[src/ranging_pkg.sv]
package ranging_pkg;
  // ==========================================================
  // timing
  localparam int unsigned CLK_FREQ_HZ = 10000000;
  localparam int unsigned BOOT_MAX_NS = 1200000;
  // longest time rounds down
  localparam int unsigned BOOT_CYCLES = (BOOT_MAX_NS / 1000) * (CLK_FREQ_HZ / 1000000);
  // synchroniser and hard-off exit cycles spent before boot starts
  localparam int unsigned BOOT_LAT_CYCLES = 3;
  localparam int unsigned MEAS_CYCLES_DEF = 16;
  localparam int unsigned CNT_W = 32;
  localparam int unsigned PERIOD_W = 32;
  // ==========================================================
  // mode encoding
  localparam logic [1:0] MODE_SINGLE = 2'h0;
  localparam logic [1:0] MODE_CONTINUOUS = 2'h1;
  localparam logic [1:0] MODE_TIMED = 2'h2;
  localparam logic [1:0] MODE_RESET = 2'h0;
  localparam logic [CNT_W-1:0] CNT_ZERO = 32'h0;
  localparam logic [CNT_W-1:0] CNT_ONE = 32'h1;
  // ==========================================================
  // sequencer states
  typedef enum logic [2:0] {
    ST_HARD_OFF = 3'h0,
    ST_BOOT = 3'h1,
    ST_SOFT_IDLE = 3'h2,
    ST_MEASURE = 3'h3,
    ST_WAIT = 3'h4
  } seq_state_type;
endpackage : ranging_pkg

[src/ranging_mode_sequencer.sv]
`timescale 1ns/10ps
// Notes on behaviour
// - low shutdown_n holds device off
// - interrupt only pulls low or releases
// - no bus traffic while hard off
// - three modes: single, continuous, timed
// - single: one measurement, then soft idle
// - continuous: next measurement starts immediately
// - continuous runs until host stops
// - stop in continuous finishes current measurement
// - timed: programmed wait between measurements
// - timed stop: finish measurement, abort wait
// - interrupt on each new result
module ranging_mode_sequencer (
  input wire logic clk_sys, // system clock, 10 MHz
  input wire logic resetn, // async reset, active low
  input wire logic shutdown_n, // shutdown pin, active low
  input wire logic [1:0] mode_sel, // ranging mode select
  input wire logic start_req, // start pulse from host logic
  input wire logic stop_req, // stop pulse from host logic
  input wire logic [31:0] inter_period, // timed-mode wait in cycles
  input wire logic [31:0] meas_cycles, // measurement length in cycles
  input wire logic irq_clear, // host acknowledges result
  output logic result_irq_out, // interrupt pin output level, always 0
  output logic result_irq_oe, // high while pulling interrupt low
  output logic bus_enable, // serial bus may respond
  output logic ranging_busy, // ranging active
  output logic result_valid, // one-cycle pulse per new result
  output logic [2:0] seq_state // current sequencer state
);
  // ==========================================================
  // shutdown pin synchroniser
  logic shut_n_s;
  sync_2ff u_sync_shut (
    .clk_sys(clk_sys),
    .resetn(resetn),
    .d_in(shutdown_n),
    .q_out(shut_n_s)
  );

  // ==========================================================
  // state machine
  ranging_pkg::seq_state_type state_q, state_d;
  logic [1:0] mode_q;
  logic stop_pend_q;
  logic [ranging_pkg::CNT_W-1:0] cnt_q;
  logic meas_done;
  logic wait_done;
  logic boot_done;
  logic mode_ok;

  function automatic logic legal_mode(input logic [1:0] m);
    legal_mode = (m == ranging_pkg::MODE_SINGLE) || (m == ranging_pkg::MODE_CONTINUOUS) ||
                 (m == ranging_pkg::MODE_TIMED);
  endfunction : legal_mode

  // serial bus answers only once firmware is up
  function automatic logic bus_allowed(input ranging_pkg::seq_state_type s);
    bus_allowed = (s != ranging_pkg::ST_HARD_OFF) && (s != ranging_pkg::ST_BOOT);
  endfunction : bus_allowed

  function automatic logic ranging_active(input ranging_pkg::seq_state_type s);
    ranging_active = (s == ranging_pkg::ST_MEASURE) || (s == ranging_pkg::ST_WAIT);
  endfunction : ranging_active

  assign mode_ok = legal_mode(mode_sel);
  // boot budget counts from the pin edge, so the synchroniser delay is taken off
  assign boot_done = (cnt_q >= ranging_pkg::BOOT_CYCLES - ranging_pkg::BOOT_LAT_CYCLES - 1);
  // measurement and wait each last exactly their programmed cycle count
  assign meas_done = (cnt_q + ranging_pkg::CNT_ONE >= meas_cycles);
  assign wait_done = (cnt_q + ranging_pkg::CNT_ONE >= inter_period);

  // next state; shutdown overrides every other transition
  always_comb begin
    state_d = state_q;
    case (state_q)
      ranging_pkg::ST_HARD_OFF: begin
        state_d = ranging_pkg::ST_BOOT;
      end
      ranging_pkg::ST_BOOT: begin
        if (boot_done) begin
          state_d = ranging_pkg::ST_SOFT_IDLE;
        end
      end
      ranging_pkg::ST_SOFT_IDLE: begin
        if (start_req && mode_ok) begin
          state_d = ranging_pkg::ST_MEASURE;
        end
      end
      ranging_pkg::ST_MEASURE: begin
        if (meas_done) begin
          if (mode_q == ranging_pkg::MODE_SINGLE) begin
            state_d = ranging_pkg::ST_SOFT_IDLE;
          end else if (stop_pend_q || stop_req) begin
            state_d = ranging_pkg::ST_SOFT_IDLE;
          end else if (mode_q == ranging_pkg::MODE_CONTINUOUS) begin
            state_d = ranging_pkg::ST_MEASURE;
          end else if (inter_period == ranging_pkg::CNT_ZERO) begin
            state_d = ranging_pkg::ST_MEASURE;
          end else begin
            state_d = ranging_pkg::ST_WAIT;
          end
        end
      end
      ranging_pkg::ST_WAIT: begin
        if (stop_req) begin
          state_d = ranging_pkg::ST_SOFT_IDLE;
        end else if (wait_done) begin
          state_d = ranging_pkg::ST_MEASURE;
        end
      end
      default: begin
        state_d = ranging_pkg::ST_HARD_OFF;
      end
    endcase
    if (!shut_n_s) begin
      state_d = ranging_pkg::ST_HARD_OFF;
    end
  end

  always_ff @(posedge clk_sys or negedge resetn) begin
    if (!resetn) begin
      state_q <= ranging_pkg::ST_HARD_OFF;
    end else begin
      state_q <= state_d;
    end
  end

  // cycle counter, restarted on every state entry
  always_ff @(posedge clk_sys or negedge resetn) begin
    if (!resetn) begin
      cnt_q <= ranging_pkg::CNT_ZERO;
    end else if (state_d != state_q || (state_q == ranging_pkg::ST_MEASURE && meas_done)) begin
      cnt_q <= ranging_pkg::CNT_ZERO;
    end else begin
      cnt_q <= cnt_q + ranging_pkg::CNT_ONE;
    end
  end

  // mode latched at start
  always_ff @(posedge clk_sys or negedge resetn) begin
    if (!resetn) begin
      mode_q <= ranging_pkg::MODE_RESET;
    end else if (state_q == ranging_pkg::ST_SOFT_IDLE && start_req && mode_ok) begin
      mode_q <= mode_sel;
    end
  end

  // stop remembered until the running measurement ends
  always_ff @(posedge clk_sys or negedge resetn) begin
    if (!resetn) begin
      stop_pend_q <= 1'b0;
    end else if (state_q != ranging_pkg::ST_MEASURE) begin
      stop_pend_q <= 1'b0;
    end else if (stop_req) begin
      stop_pend_q <= 1'b1;
    end else if (meas_done) begin
      stop_pend_q <= 1'b0;
    end
  end

  // ==========================================================
  // outputs
  logic new_result;
  assign new_result = (state_q == ranging_pkg::ST_MEASURE) && meas_done && shut_n_s;

  // one pulse per finished measurement; a cut measurement gives none
  always_ff @(posedge clk_sys or negedge resetn) begin
    if (!resetn) begin
      result_valid <= 1'b0;
    end else begin
      result_valid <= new_result;
    end
  end

  // pull held until the host acknowledges; a new result beats the clear
  always_ff @(posedge clk_sys or negedge resetn) begin
    if (!resetn) begin
      result_irq_oe <= 1'b0;
    end else if (!shut_n_s) begin
      result_irq_oe <= 1'b0;
    end else if (new_result) begin
      result_irq_oe <= 1'b1; // set wins over clear
    end else if (irq_clear) begin
      result_irq_oe <= 1'b0;
    end
  end

  // open drain: the data level never goes high, only the enable moves
  always_ff @(posedge clk_sys or negedge resetn) begin
    if (!resetn) begin
      result_irq_out <= 1'b0;
    end else begin
      result_irq_out <= 1'b0;
    end
  end

  always_ff @(posedge clk_sys or negedge resetn) begin
    if (!resetn) begin
      bus_enable <= 1'b0;
    end else begin
      bus_enable <= bus_allowed(state_d);
    end
  end

  always_ff @(posedge clk_sys or negedge resetn) begin
    if (!resetn) begin
      ranging_busy <= 1'b0;
    end else begin
      ranging_busy <= ranging_active(state_d);
    end
  end

  always_ff @(posedge clk_sys or negedge resetn) begin
    if (!resetn) begin
      seq_state <= 3'h0;
    end else begin
      seq_state <= state_d;
    end
  end
endmodule : ranging_mode_sequencer

[src/sync_2ff.sv]
`timescale 1ns/10ps
module sync_2ff (
  input wire logic clk_sys, // clock
  input wire logic resetn, // async reset, active low
  input wire logic d_in, // asynchronous level
  output logic q_out // synchronised level
);
  logic meta_q;
  always_ff @(posedge clk_sys or negedge resetn) begin
    if (!resetn) begin
      meta_q <= 1'b0;
      q_out <= 1'b0;
    end else begin
      meta_q <= d_in;
      q_out <= meta_q;
    end
  end
endmodule : sync_2ff

[config.mk]
export PLATFORM = sky130hd
export DESIGN_NAME = ranging_mode_sequencer
export DESIGN_NICKNAME = d
export VERILOG_FILES = /design/src/ranging_pkg.sv /design/src/ranging_mode_sequencer.sv /design/src/sync_2ff.sv
export SDC_FILE = /design/constraint.sdc
export NUM_CORES = 1
export LEC_CHECK = 0
export BUFFER_PORTS_ARGS = -buffer_cell sky130_fd_sc_hd__buf_2
export CORE_ASPECT_RATIO = 1.5
export CORE_MARGIN = 1.5
export CORE_UTILIZATION = 35
export DETAILED_ROUTE_END_ITERATION = 6
export REMOVE_ABC_BUFFERS = 1
export SLEW_MARGIN = 15
export SYNTH_ARGS = -nofsm -noshare
export SYNTH_HDL_FRONTEND = slang
export SYNTH_SLANG_ARGS = --single-unit
[constraint.sdc]
create_clock -name clk_sys -period 5.2 [get_ports clk_sys]
set_clock_uncertainty 0.1 [all_clocks]
set_input_delay 1.04 -clock clk_sys [delete_from_list [all_inputs] [get_ports clk_sys]]
set_output_delay 1.04 -clock clk_sys [all_outputs]
set_load 0.01 [all_outputs]
* After elaboration in Yosys (flattened, before gate mapping)
Index checks and enable logic that the tools add are counted.
** Cells by class
- Mux-type cells :: 18
- Reductions and logical operators :: 17
- Add/sub/neg operators :: 1
- Equality and inequality tests :: 13
- $lt $le $gt $ge :: 3
** Operator list (number)
- $ge 32x32->1 :: 2
- $add 32x1->32 const B :: 1
- $ge 32x14->1 const B :: 1
- $logic_not 32->1 :: 1
- $mux 32 :: 1
- $mux 3 :: 10
- $pmux 3 s5 :: 1
- $eq 3x2->1 const B :: 3
- $eq 3x3->1 const B :: 2
- $logic_and 1x1->1 :: 6
- $mux 1 :: 6
- $reduce_bool 3->1 :: 2
- $logic_or 1x1->1 :: 5
- $eq 2x1->1 const B :: 2
- $logic_not 2->1 :: 2
- $eq 3x1->1 const B :: 1
- $logic_not 3->1 :: 1
- $ne 3x1->1 const B :: 1
- $ne 3x2->1 const B :: 1
- $ne 3x3->1 :: 1
- $ne 3x3->1 const B :: 1
- $eq 2x2->1 const B :: 1
** Storage, ports and cells
- Register bits after elaboration :: 44
- Word-level logic and storage cells :: 62
- Output and inout port bits :: 8

* Logic depth before layout (Yosys ltp)
Gate-level depths: netlist (run 1).
- Word-level depth :: 11
- Depth in mapped cells :: 17
- Gate-level depth less buffers :: 14

* Modules after synthesis
Synthesis (run 1) repeated with hierarchy kept, for this count alone.
** Second synthesis, totals
- Cell total of the unflattened synthesis :: 464
- Area total of the unflattened synthesis :: 4372.9 um^2
** By module, submodules not included
- ranging_mode_sequencer :: instances 1, cells each 462, area an instance 4322.9 um^2
- sync_2ff :: instances 1, cells each 2, area an instance 50.0 um^2

* Worst setup path after synthesis (run 1)
No wires, ideal clock.
- Path type :: flip-flop to flip-flop
- Start point :: register cnt_q[0] (netlist bit)
- End point :: register cnt_q[28] (netlist bit)
- Arrival time :: 3.603 ns
- Buffers on the path :: 2
- Data required time :: 5.006 ns
- Setup slack :: 1.403 ns
- Setup time :: 0.094 ns
- Cell stages (with the launch flop) :: 17
- Path through :: dfrtp_1 -> ha_1 -> nand3_4 -> or3_4 -> nand2b_4 -> nor4_4 -> xnor2_1 -> ha_1 -> nand4_1 -> nor2_1 -> a221o_1 -> a211oi_2 -> nand3_1 -> and2_4 -> buf_6 -> buf_6 -> nor4b_4
** Between the ends
- Cells in the longest elaborated chain, start to end :: 9
** Ends and longest elaborated chain
- start: declaration :: line ranging_mode_sequencer.sv:46 : logic [ranging_pkg::CNT_W-1:0] cnt_q;
- start signal: assignment :: line ranging_mode_sequencer.sv:132 : cnt_q <= ranging_pkg::CNT_ZERO;
- start signal: assignment :: line ranging_mode_sequencer.sv:134 : cnt_q <= ranging_pkg::CNT_ZERO;
- start signal: assignment :: line ranging_mode_sequencer.sv:136 : cnt_q <= cnt_q + ranging_pkg::CNT_ONE;
- $add 32x1->32 :: line ranging_mode_sequencer.sv:70, ranging_mode_sequencer.sv:71, ranging_mode_sequencer.sv:136
- $ge 32x32->1 :: line ranging_mode_sequencer.sv:71 : assign wait_done = (cnt_q + ranging_pkg::CNT_ONE >= inter_period);
- $mux 3 :: line ranging_mode_sequencer.sv:108 : end else if (wait_done) begin
- $mux 3 :: line ranging_mode_sequencer.sv:106 : if (stop_req) begin
- $pmux 3 s5 :: line ranging_mode_sequencer.sv:76 : case (state_q)
- $mux 3 :: line ranging_mode_sequencer.sv:116 : if (!shut_n_s) begin
- $ne 3x3->1 :: line ranging_mode_sequencer.sv:133 : end else if (state_d != state_q || (state_q == ranging_pkg::ST_MEASURE && meas_done)) begin
- $logic_or 1x1->1 :: line ranging_mode_sequencer.sv:133
- $mux 32 (*) :: line ranging_mode_sequencer.sv:133
Every way passes the cells marked *; elsewhere a longest branch is shown, timed or not.
A chain may end at the register's enable or synchronous reset.

* Final worst setup path (run 1)
- Start point :: register cnt_q[0] (netlist bit)
- End point :: register cnt_q[2] (netlist bit)
Same word-level chain as after synthesis.

==> load_flow_metrics.sql, run 1 <==
INSERT INTO impl_metrics (metric_group, metric, value, unit) VALUES
('outcome', 'status', 'finished clean', ''),
('clock_tree', 'clock-root-buffer', 'clkbuf_16', ''),
('synthesis', 'synthArstFlopShare', '1.00', ''),
('route', 'wl_per_cell', '16.3', 'um'),
('route', 'route.met2.wl', '6240', 'um'),
('clock_tree', 'ctsLongestPathBuffers', '2', ''),
('sta', 'post-route-worst-setup-slack', '0.834', 'ns'),
('synthesis', 'synth-seq-area-share', '0.252', ''),
('critical_path', 'worst_r2r_startpoint', 'cnt_q[0]', ''),
('sta', 'worst_pin_slew', '0.988', 'ns'),
('min_path', 'hp-start', 'u_sync_shut.meta_q', ''),
('sta', 'grt_setup_unrepaired', 'false', ''),
('layout', 'area_delta_synth_final', '15.8', '%'),
('route', 'detail_route.iter0.violations', '141', ''),
('route', 'met3_length', '369', 'um'),
('route', 'route.detailed.vias_per_inst', '5.42', ''),
('route', 'vias', '3759', ''),
('clock_tree', 'htreeDepth', '2', ''),
('grt', 'global_route.overflow_total', '0', ''),
('min_path', 'min_path_cells', '0', ''),
('grt', 'grt_max_degree', '45', ''),
('route', 'top_layer_used', 'met4', ''),
('route', 'wl_met1', '4380', 'um'),
('floorplanning', 'floorplan.initialDensity', '0.362', ''),
('clock_tree', 'clock_tree_from_tritoncts', 'done', ''),
('sta', 'worst_slew_margin_rel', '0.341', ''),
('synthesis', 'netlist.area_leader.share', '0.252', ''),
('placed_design', 'place_ws', '0.887', 'ns'),
('floorplanning', 'dieHeight', '140', 'um'),
('sta', 'finalCritPeriodShare', '0.840', ''),
('synthesis', 'synth_area_in_compound_gates', '0.121', ''),
('sta', 'max_freq', '0.229', 'GHz'),
('synthesis', 'syn-mean-instance-area', '9.42', 'um2'),
('synthesis', 'synth.top_cells.by_count', 'inv_1 (70), ha_1 (66), dfrtp_1 (44)', ''),
('grt', 'first_global_vias', '3887', ''),
('pwr', 'power-per-cell-area', '163', 'nW/um2'),
('critical_path', 'required', '5.27', 'ns'),
('synthesis', 'synthesis.yosys.warnings', '0', ''),
('synthesis', 'synthXorXnorAreaFrac', '0.0652', ''),
('synthesis', 'synth_simple_gate_area_share', '0.287', ''),
('clock_tree', 'clock_transition_at_the_registers_of_the_reported_paths', '0.06', 'ns'),
('critical_path', 'crit_path_start_kind', 'flop', ''),
('critical_path', 'endpoint_type_of_the_worst_setup_path', 'flop', ''),
('run', 'max_cap_violation_count', '0', ''),
('sta', 'finalHoldViolations', '0', ''),
('placed_design', 'port-buffer-count', '78', ''),
('placed_design', 'place.gp.congestion', '0.878', ''),
('grt', 'gr_usage_total', '0.179', ''),
('synthesis', 'post-synth-top-area-cell', 'dfrtp_1', ''),
('critical_path', 'critical_path.startpoint', 'cnt_q[0]', ''),
('synthesis', 'synth.most_common_cell', 'inv_1', ''),
('sta', 'time_the_final_worst_path_needs_with_i_o_delays_and_setup', '4.37', 'ns'),
('synthesis', 'adder_and_majority_cell_fraction_of_the_synthesized_area', '0.189', ''),
('critical_path', 'timing.setup.critical_path_class', 'reg -> reg', ''),
('route', 'drtAntennaViolNets', '0', ''),
('clock_tree', 'clock_insertion_delay_worst_skew', '0.29', 'ns'),
('sta', 'timing.final.setup_violations', '0', ''),
('synthesis', 'syn_area', '4370', 'um2'),
('synthesis', 'synth_top_family_by_area', 'simple AND/OR/NAND/NOR gates', ''),
('clock_tree', 'clock-sinks', '44', ''),
('synthesis', 'netlist_top_cells_area', 'dfrtp_1 (25%), ha_1 (19%), nor4b_2 (9.6%), inv_1 (6.0%), xnor2_1 (3.8%)', ''),
('synthesis', 'synth-edff-count', '0', ''),
('placed_design', 'dp_hpwl', '9330', 'um'),
('pwr', 'power_leakage', '0.00262', 'uW'),
('floorplanning', 'fp.dieArea', '13200', 'um2'),
('critical_path', 'timing.reg2reg.worst_path_depth', '14', ''),
('synthesis', 'synth_seq_cells', '44', ''),
('layout', 'antenna_cells', '0', ''),
('floorplanning', 'io_pins', '80', ''),
('floorplanning', 'core_area', '12100', 'um2'),
('clock_tree', 'cts.repair_timing.setup_buffer_count', '0', '');
worst max-delay path: stages, from the launching register on:
cell      delay [ns]
dfrtp_1         0.47
ha_1            0.30
nand3_4         0.12
or3_4           0.44
nor2b_4         0.21
nand4_1         0.15
xnor2_1         0.37
ha_1            0.32
nand2_1         0.07
o21ai_1         0.08
a221o_1         0.37
a211oi_2        0.32
nand3_1         0.19
and2_4          0.37
nor4b_1         0.36
flip-flops by register name, summed over array words and instances, names as in the netlist:
register	count
ranging_busy	1
mode_q	2
u_sync_shut.q_out	1
cnt_q	32
u_sync_shut.meta_q	1
stop_pend_q	1
result_valid	1
bus_enable	1
seq_state	3
result_irq_oe	1
kinds of logic (layout without fill, tap and decap cells):
| kind of cell | after synthesis | after routing |
|---|---|---|
| AOI/OAI and AO/OA | 76 | 76 |
| xor gates and xnor gates | 30 | 30 |
| adders and majority gates | 66 | 66 |
| buffers and inverters | 82 | 159 |
| DFF | 44 | 44 |
| muxes | 1 | 1 |
| other | 1 | 1 |
| and+or+nand+nor | 164 | 164 |
final timing paths:
path / endpoint / slack (ns)
max: cnt_q[2] / 0.83
min: u_sync_shut.q_out / 0.25
max reg2reg: cnt_q[2] / 0.83
min in group asynchronous: result_valid / 0.81
max in group asynchronous: cnt_q[0] / 3.57
min reg2reg: u_sync_shut.q_out / 0.25
through the flow:
| stage | hold slack [ns] | area [um2] | cells | util |
|---|---|---|---|---|
| finish | 0.249 | 5060 | 694 | 0.419 |
| global route | 0.268 | 5060 | 694 | 0.419 |
| floorplan | 0.231 | 4280 | 452 | - |
| CTS | 0.251 | 5060 | 694 | 0.419 |
| detailed placement | 0.237 | 4900 | 686 | 0.406 |
| global placement | 0.233 | 4900 | 686 | 0.406 |
layout make-up:
cell class              count  area (um2)  area share
clock buffers               6         129      0.0255
flip-flops and latches     44        1100       0.217
multi-input cells         338        2920       0.576
clock inverters             2        35.0     0.00692
repair buffers             81         425      0.0840
well taps                 153         191      0.0378
inverters                  70         263      0.0519
report_power, final:
group	switching [uW]	internal (uW)	leakage, uW
Sequential	5.46	346	0.000604
Clock	131	226	0.0000808
Combinational	69.3	49.2	0.00194
Total	206	622	0.00262
routing by layer:
layer  up-vias  track usage
li1       1830            -
met1      1804        0.191
met2       101        0.352
met3        24       0.0163
met4         0       0.0668
met5         -            0
placed cells by master (no fill, tap or decap), types with 3 or more instances in the layout:
cell / netlist / final
nor2b_1: 5 / 5
and4_1: 3 / 3
o21a_1: 3 / 3
clkbuf_16: 0 / 5
xnor2_1: 19 / 19
nand2b_1: 5 / 5
nor4_1: 15 / 15
o21ai_0: 10 / 10
ha_1: 66 / 66
buf_2: 3 / 78
xor2_1: 8 / 8
dfrtp_1: 44 / 44
nor4b_2: 28 / 28
nand2_1: 24 / 24
nand3_1: 23 / 23
nand4_1: 16 / 16
a21o_1: 10 / 10
xnor2_2: 3 / 3
inv_1: 70 / 70
nor3_1: 5 / 5
nor2_1: 19 / 19
a21oi_1: 25 / 25
No activity file was read; power rests on OpenSTA's default activity.
==> run 2: changes to the inputs <==
==> constraint.sdc (replaced) <==
create_clock -name clk_sys -period 4.1 [get_ports clk_sys]
set_clock_uncertainty 0.1 [all_clocks]
set_input_delay 0.82 -clock clk_sys [delete_from_list [all_inputs] [get_ports clk_sys]]
set_output_delay 0.82 -clock clk_sys [all_outputs]
set_load 0.01 [all_outputs]
==> run 2 against run 1 <==
Highest routed layer unchanged. Largest power group is now registers. First-iteration DRC count increased by 3.5%. Critical path depth increased by 1. Critical endpoint is now cnt_q[3]. Non-clock buffer count increased by 33. Routed wire length increased by 3.9%. Sequential power increased by 26%. Clock power increased by 14%. Final cell count increased by 4.8%.
==> load_flow_metrics.sql, run 2 (same netlist as run 1, synthesis figures left out) <==
INSERT INTO impl_metrics (metric_group, metric, value, unit) VALUES
('route', 'post-route-drc-count', '0', ''),
('pwr', 'p_int', '749', 'uW'),
('placed_design', 'placed_cell_area', '5150', 'um2'),
('grt', 'met1_resource_use_gr', '0.188', ''),
('sta', 'worst_slew_margin_rel', '0.326', ''),
('sta', 'post-route-worst-setup-slack', '0.214', 'ns'),
('floorplanning', 'fp.dieArea', '13200', 'um2'),
('critical_path', 'crit_path_start_kind', 'flop', ''),
('placed_design', 'dp_hpwl', '9920', 'um'),
('outcome', 'status', 'finished clean', ''),
('critical_path', 'required', '4.19', 'ns'),
('min_path', 'hold_path.class', 'reg -> reg', ''),
('pwr', 'ir_drop', '0.000132', 'V'),
('layout', 'multiInputGateArea', '2970', 'um2'),
('sta', 'drv_slew', '0', ''),
('sta', 'worst_pin_slew', '1.01', 'ns'),
('clock_tree', 'clock_transition_at_the_registers_of_the_reported_paths', '0.06', 'ns'),
('floorplanning', 'die_x', '94.3', 'um'),
('placed_design', 'place_ws', '0.110', 'ns'),
('floorplanning', 'core_area', '12100', 'um2'),
('clock_tree', 'htreeDepth', '2', ''),
('grt', 'gr_usage_total', '0.184', ''),
('critical_path', 'critical_path.startpoint', 'cnt_q[2]', ''),
('critical_path', 'worst_r2r_startpoint', 'cnt_q[2]', ''),
('route', 'finalWirelength', '11800', 'um'),
('clock_tree', 'clock-root-buffer', 'clkbuf_16', ''),
('floorplanning', 'core.rowCount', '49', ''),
('min_path', 'min_path_cells', '0', ''),
('layout', 'most_flops_register', 'cnt_q', ''),
('placed_design', 'port-buffer-count', '78', ''),
('clock_tree', 'clock-sinks', '44', ''),
('layout', 'finalCoreUtilization', '0.446', ''),
('grt', 'wire_length_of_the_first_global_routing_pass', '18900', 'um'),
('grt', 'grt_antenna_before_repair', '0', ''),
('grt', 'globalRouteMet3Util', '0.0223', ''),
('placed_design', 'place.gp.congestion', '0.954', ''),
('sta', 'finalCritPeriodShare', '0.948', ''),
('run', 'max_cap_violation_count', '0', ''),
('layout', 'final_nets', '711', ''),
('route', 'detail_route.iter0.violations', '146', ''),
('route', 'drtAntennaViolNets', '0', ''),
('critical_path', 'worstPathMaxFanout', '17', ''),
('layout', 'seq_area', '1100', 'um2'),
('route', 'wl_per_cell', '16.2', 'um'),
('pwr', 'clock_power_share', '0.401', ''),
('sta', 'fin_tns_setup', '0', 'ns'),
('layout', 'area_delta_synth_final', '23.2', '%'),
('pwr', 'sequentialPowerShare', '0.437', ''),
('critical_path', 'endpoint_type_of_the_worst_setup_path', 'flop', ''),
('grt', 'busiest_layer', 'met2', ''),
('grt', 'global_route.overflow_total', '0', ''),
('layout', 'layout.cell_area.non_filler', '5390', 'um2'),
('sta', 'grt_setup_unrepaired', 'false', ''),
('pwr', 'power-per-cell-area', '189', 'nW/um2'),
('pwr', 'sw_frac_of_total', '0.262', ''),
('route', 'route.detailed.vias_per_inst', '5.20', ''),
('critical_path', 'timing.setup.critical_path_class', 'reg -> reg', ''),
('grt', 'first_global_vias', '3977', ''),
('sta', 'timing.final.setup_violations', '0', ''),
('pwr', 'p_comb_frac', '0.161', ''),
('layout', 'layout.filler_cells', '1154', ''),
('clock_tree', 'clock_tree_from_tritoncts', 'done', ''),
('pwr', 'p_sw', '266', 'uW'),
('floorplanning', 'floorplan.initialDensity', '0.362', ''),
('layout', 'antenna_cells', '0', ''),
('critical_path', 'timing.reg2reg.worst_path_depth', '15', ''),
('sta', 'fin_worst_hold_slack', '0.264', 'ns'),
('clock_tree', 'clock_insertion_delay_worst_skew', '0.29', 'ns'),
('layout', 'layout.cells.most_common', 'buf_2', ''),
('pwr', 'power_leakage', '0.00284', 'uW'),
('sta', 'finalHoldViolations', '0', ''),
('sta', 'time_the_final_worst_path_needs_with_i_o_delays_and_setup', '3.89', 'ns'),
('clock_tree', 'cts_buffers', '5', ''),
('floorplanning', 'io_pins', '80', ''),
('route', 'drt_pass_1_iters', '4', ''),
('layout', 'post_route_cells_drive_above_1_share', '0.315', ''),
('floorplanning', 'dieHeight', '140', 'um'),
('grt', 'grt_max_degree', '45', ''),
('layout', 'reg_top3', 'cnt_q: 32 flops, seq_state: 3 flops, mode_q: 2 flops', ''),
('clock_tree', 'ctsLongestPathBuffers', '2', ''),
('critical_path', 'worst-endpoint-arrival', '3.98', 'ns'),
('grt', 'globalRouteMet2Util', '0.365', ''),
('sta', 'max_freq', '0.257', 'GHz'),
('route', 'vias', '3781', ''),
('min_path', 'hp-start', 'u_sync_shut.meta_q', ''),
('layout', 'layout.cells.most_common_list', 'buf_2 (78), inv_1 (70), ha_1 (66), dfrtp_1 (44), buf_4 (32)', ''),
('layout', 'largest_reg_flops', '32', '');
[run 2: worst paths after layout]
check	endpoint	slack, ns
max in group asynchronous	cnt_q[25]	2.67
min in group asynchronous	seq_state[0]	0.60
min	u_sync_shut.q_out	0.26
min reg2reg	u_sync_shut.q_out	0.26
max reg2reg	cnt_q[3]	0.21
max	cnt_q[3]	0.21
[run 2: worst max-delay path: stages (launching register included)]
cell      delay (ns)
dfrtp_1         0.40
and3_4          0.23
nand3_4         0.09
or3_4           0.44
nor2b_4         0.20
nand4_1         0.17
xnor2_2         0.17
ha_1            0.32
a21oi_1         0.18
nand2_1         0.07
a221o_1         0.33
a211oi_4        0.31
nand3_1         0.14
and2_4          0.21
buf_12          0.16
nor4b_2         0.25
[run 2: power groups by stage]
| stage | Sequential, uW | Combinational [uW] | Clock, uW |
|---|---|---|---|
| after detailed placement | 452 | 164 | 0 |
| after global placement | 452 | 158 | 0 |
| after global routing | 445 | 186 | 432 |
| after CTS | 444 | 165 | 418 |
| final | 444 | 164 | 408 |
| after floorplan | 453 | 76.5 | 0 |
[run 2: routing by layer]
| metal | vias up | wire, um | share of wire |
|---|---|---|---|
| met3 | 18 | 382 | 0.032 |
| met4 | 0 | 365 | 0.031 |
| met5 | - | 0 | 0 |
| met1 | 1787 | 4410 | 0.37 |
| met2 | 83 | 6620 | 0.56 |
| li1 | 1893 | - | - |
[run 2: what timing repair did]
action,CTS,global route
setup buffers,0,5
gates resized for setup,0,9
setup endpoints to repair,0,34
hold buffers,0,0
hold endpoints to repair,0,0
[run 2: through the flow]
step                      power (uW)  std cells
after detailed placement         616        714
after CTS                       1030        722
after floorplan                  529        452
final                           1020        727
after global routing            1060        727
after global placement           609        714
[run 2: area by class of cell]
type                       count  area share
clock buffer                   6      0.0258
clock inverter                 2     0.00186
inverter                      70      0.0488
multi-input combinational    338       0.552
sequential                    44       0.204
tap                          153      0.0355
timing repair buffer         114       0.132
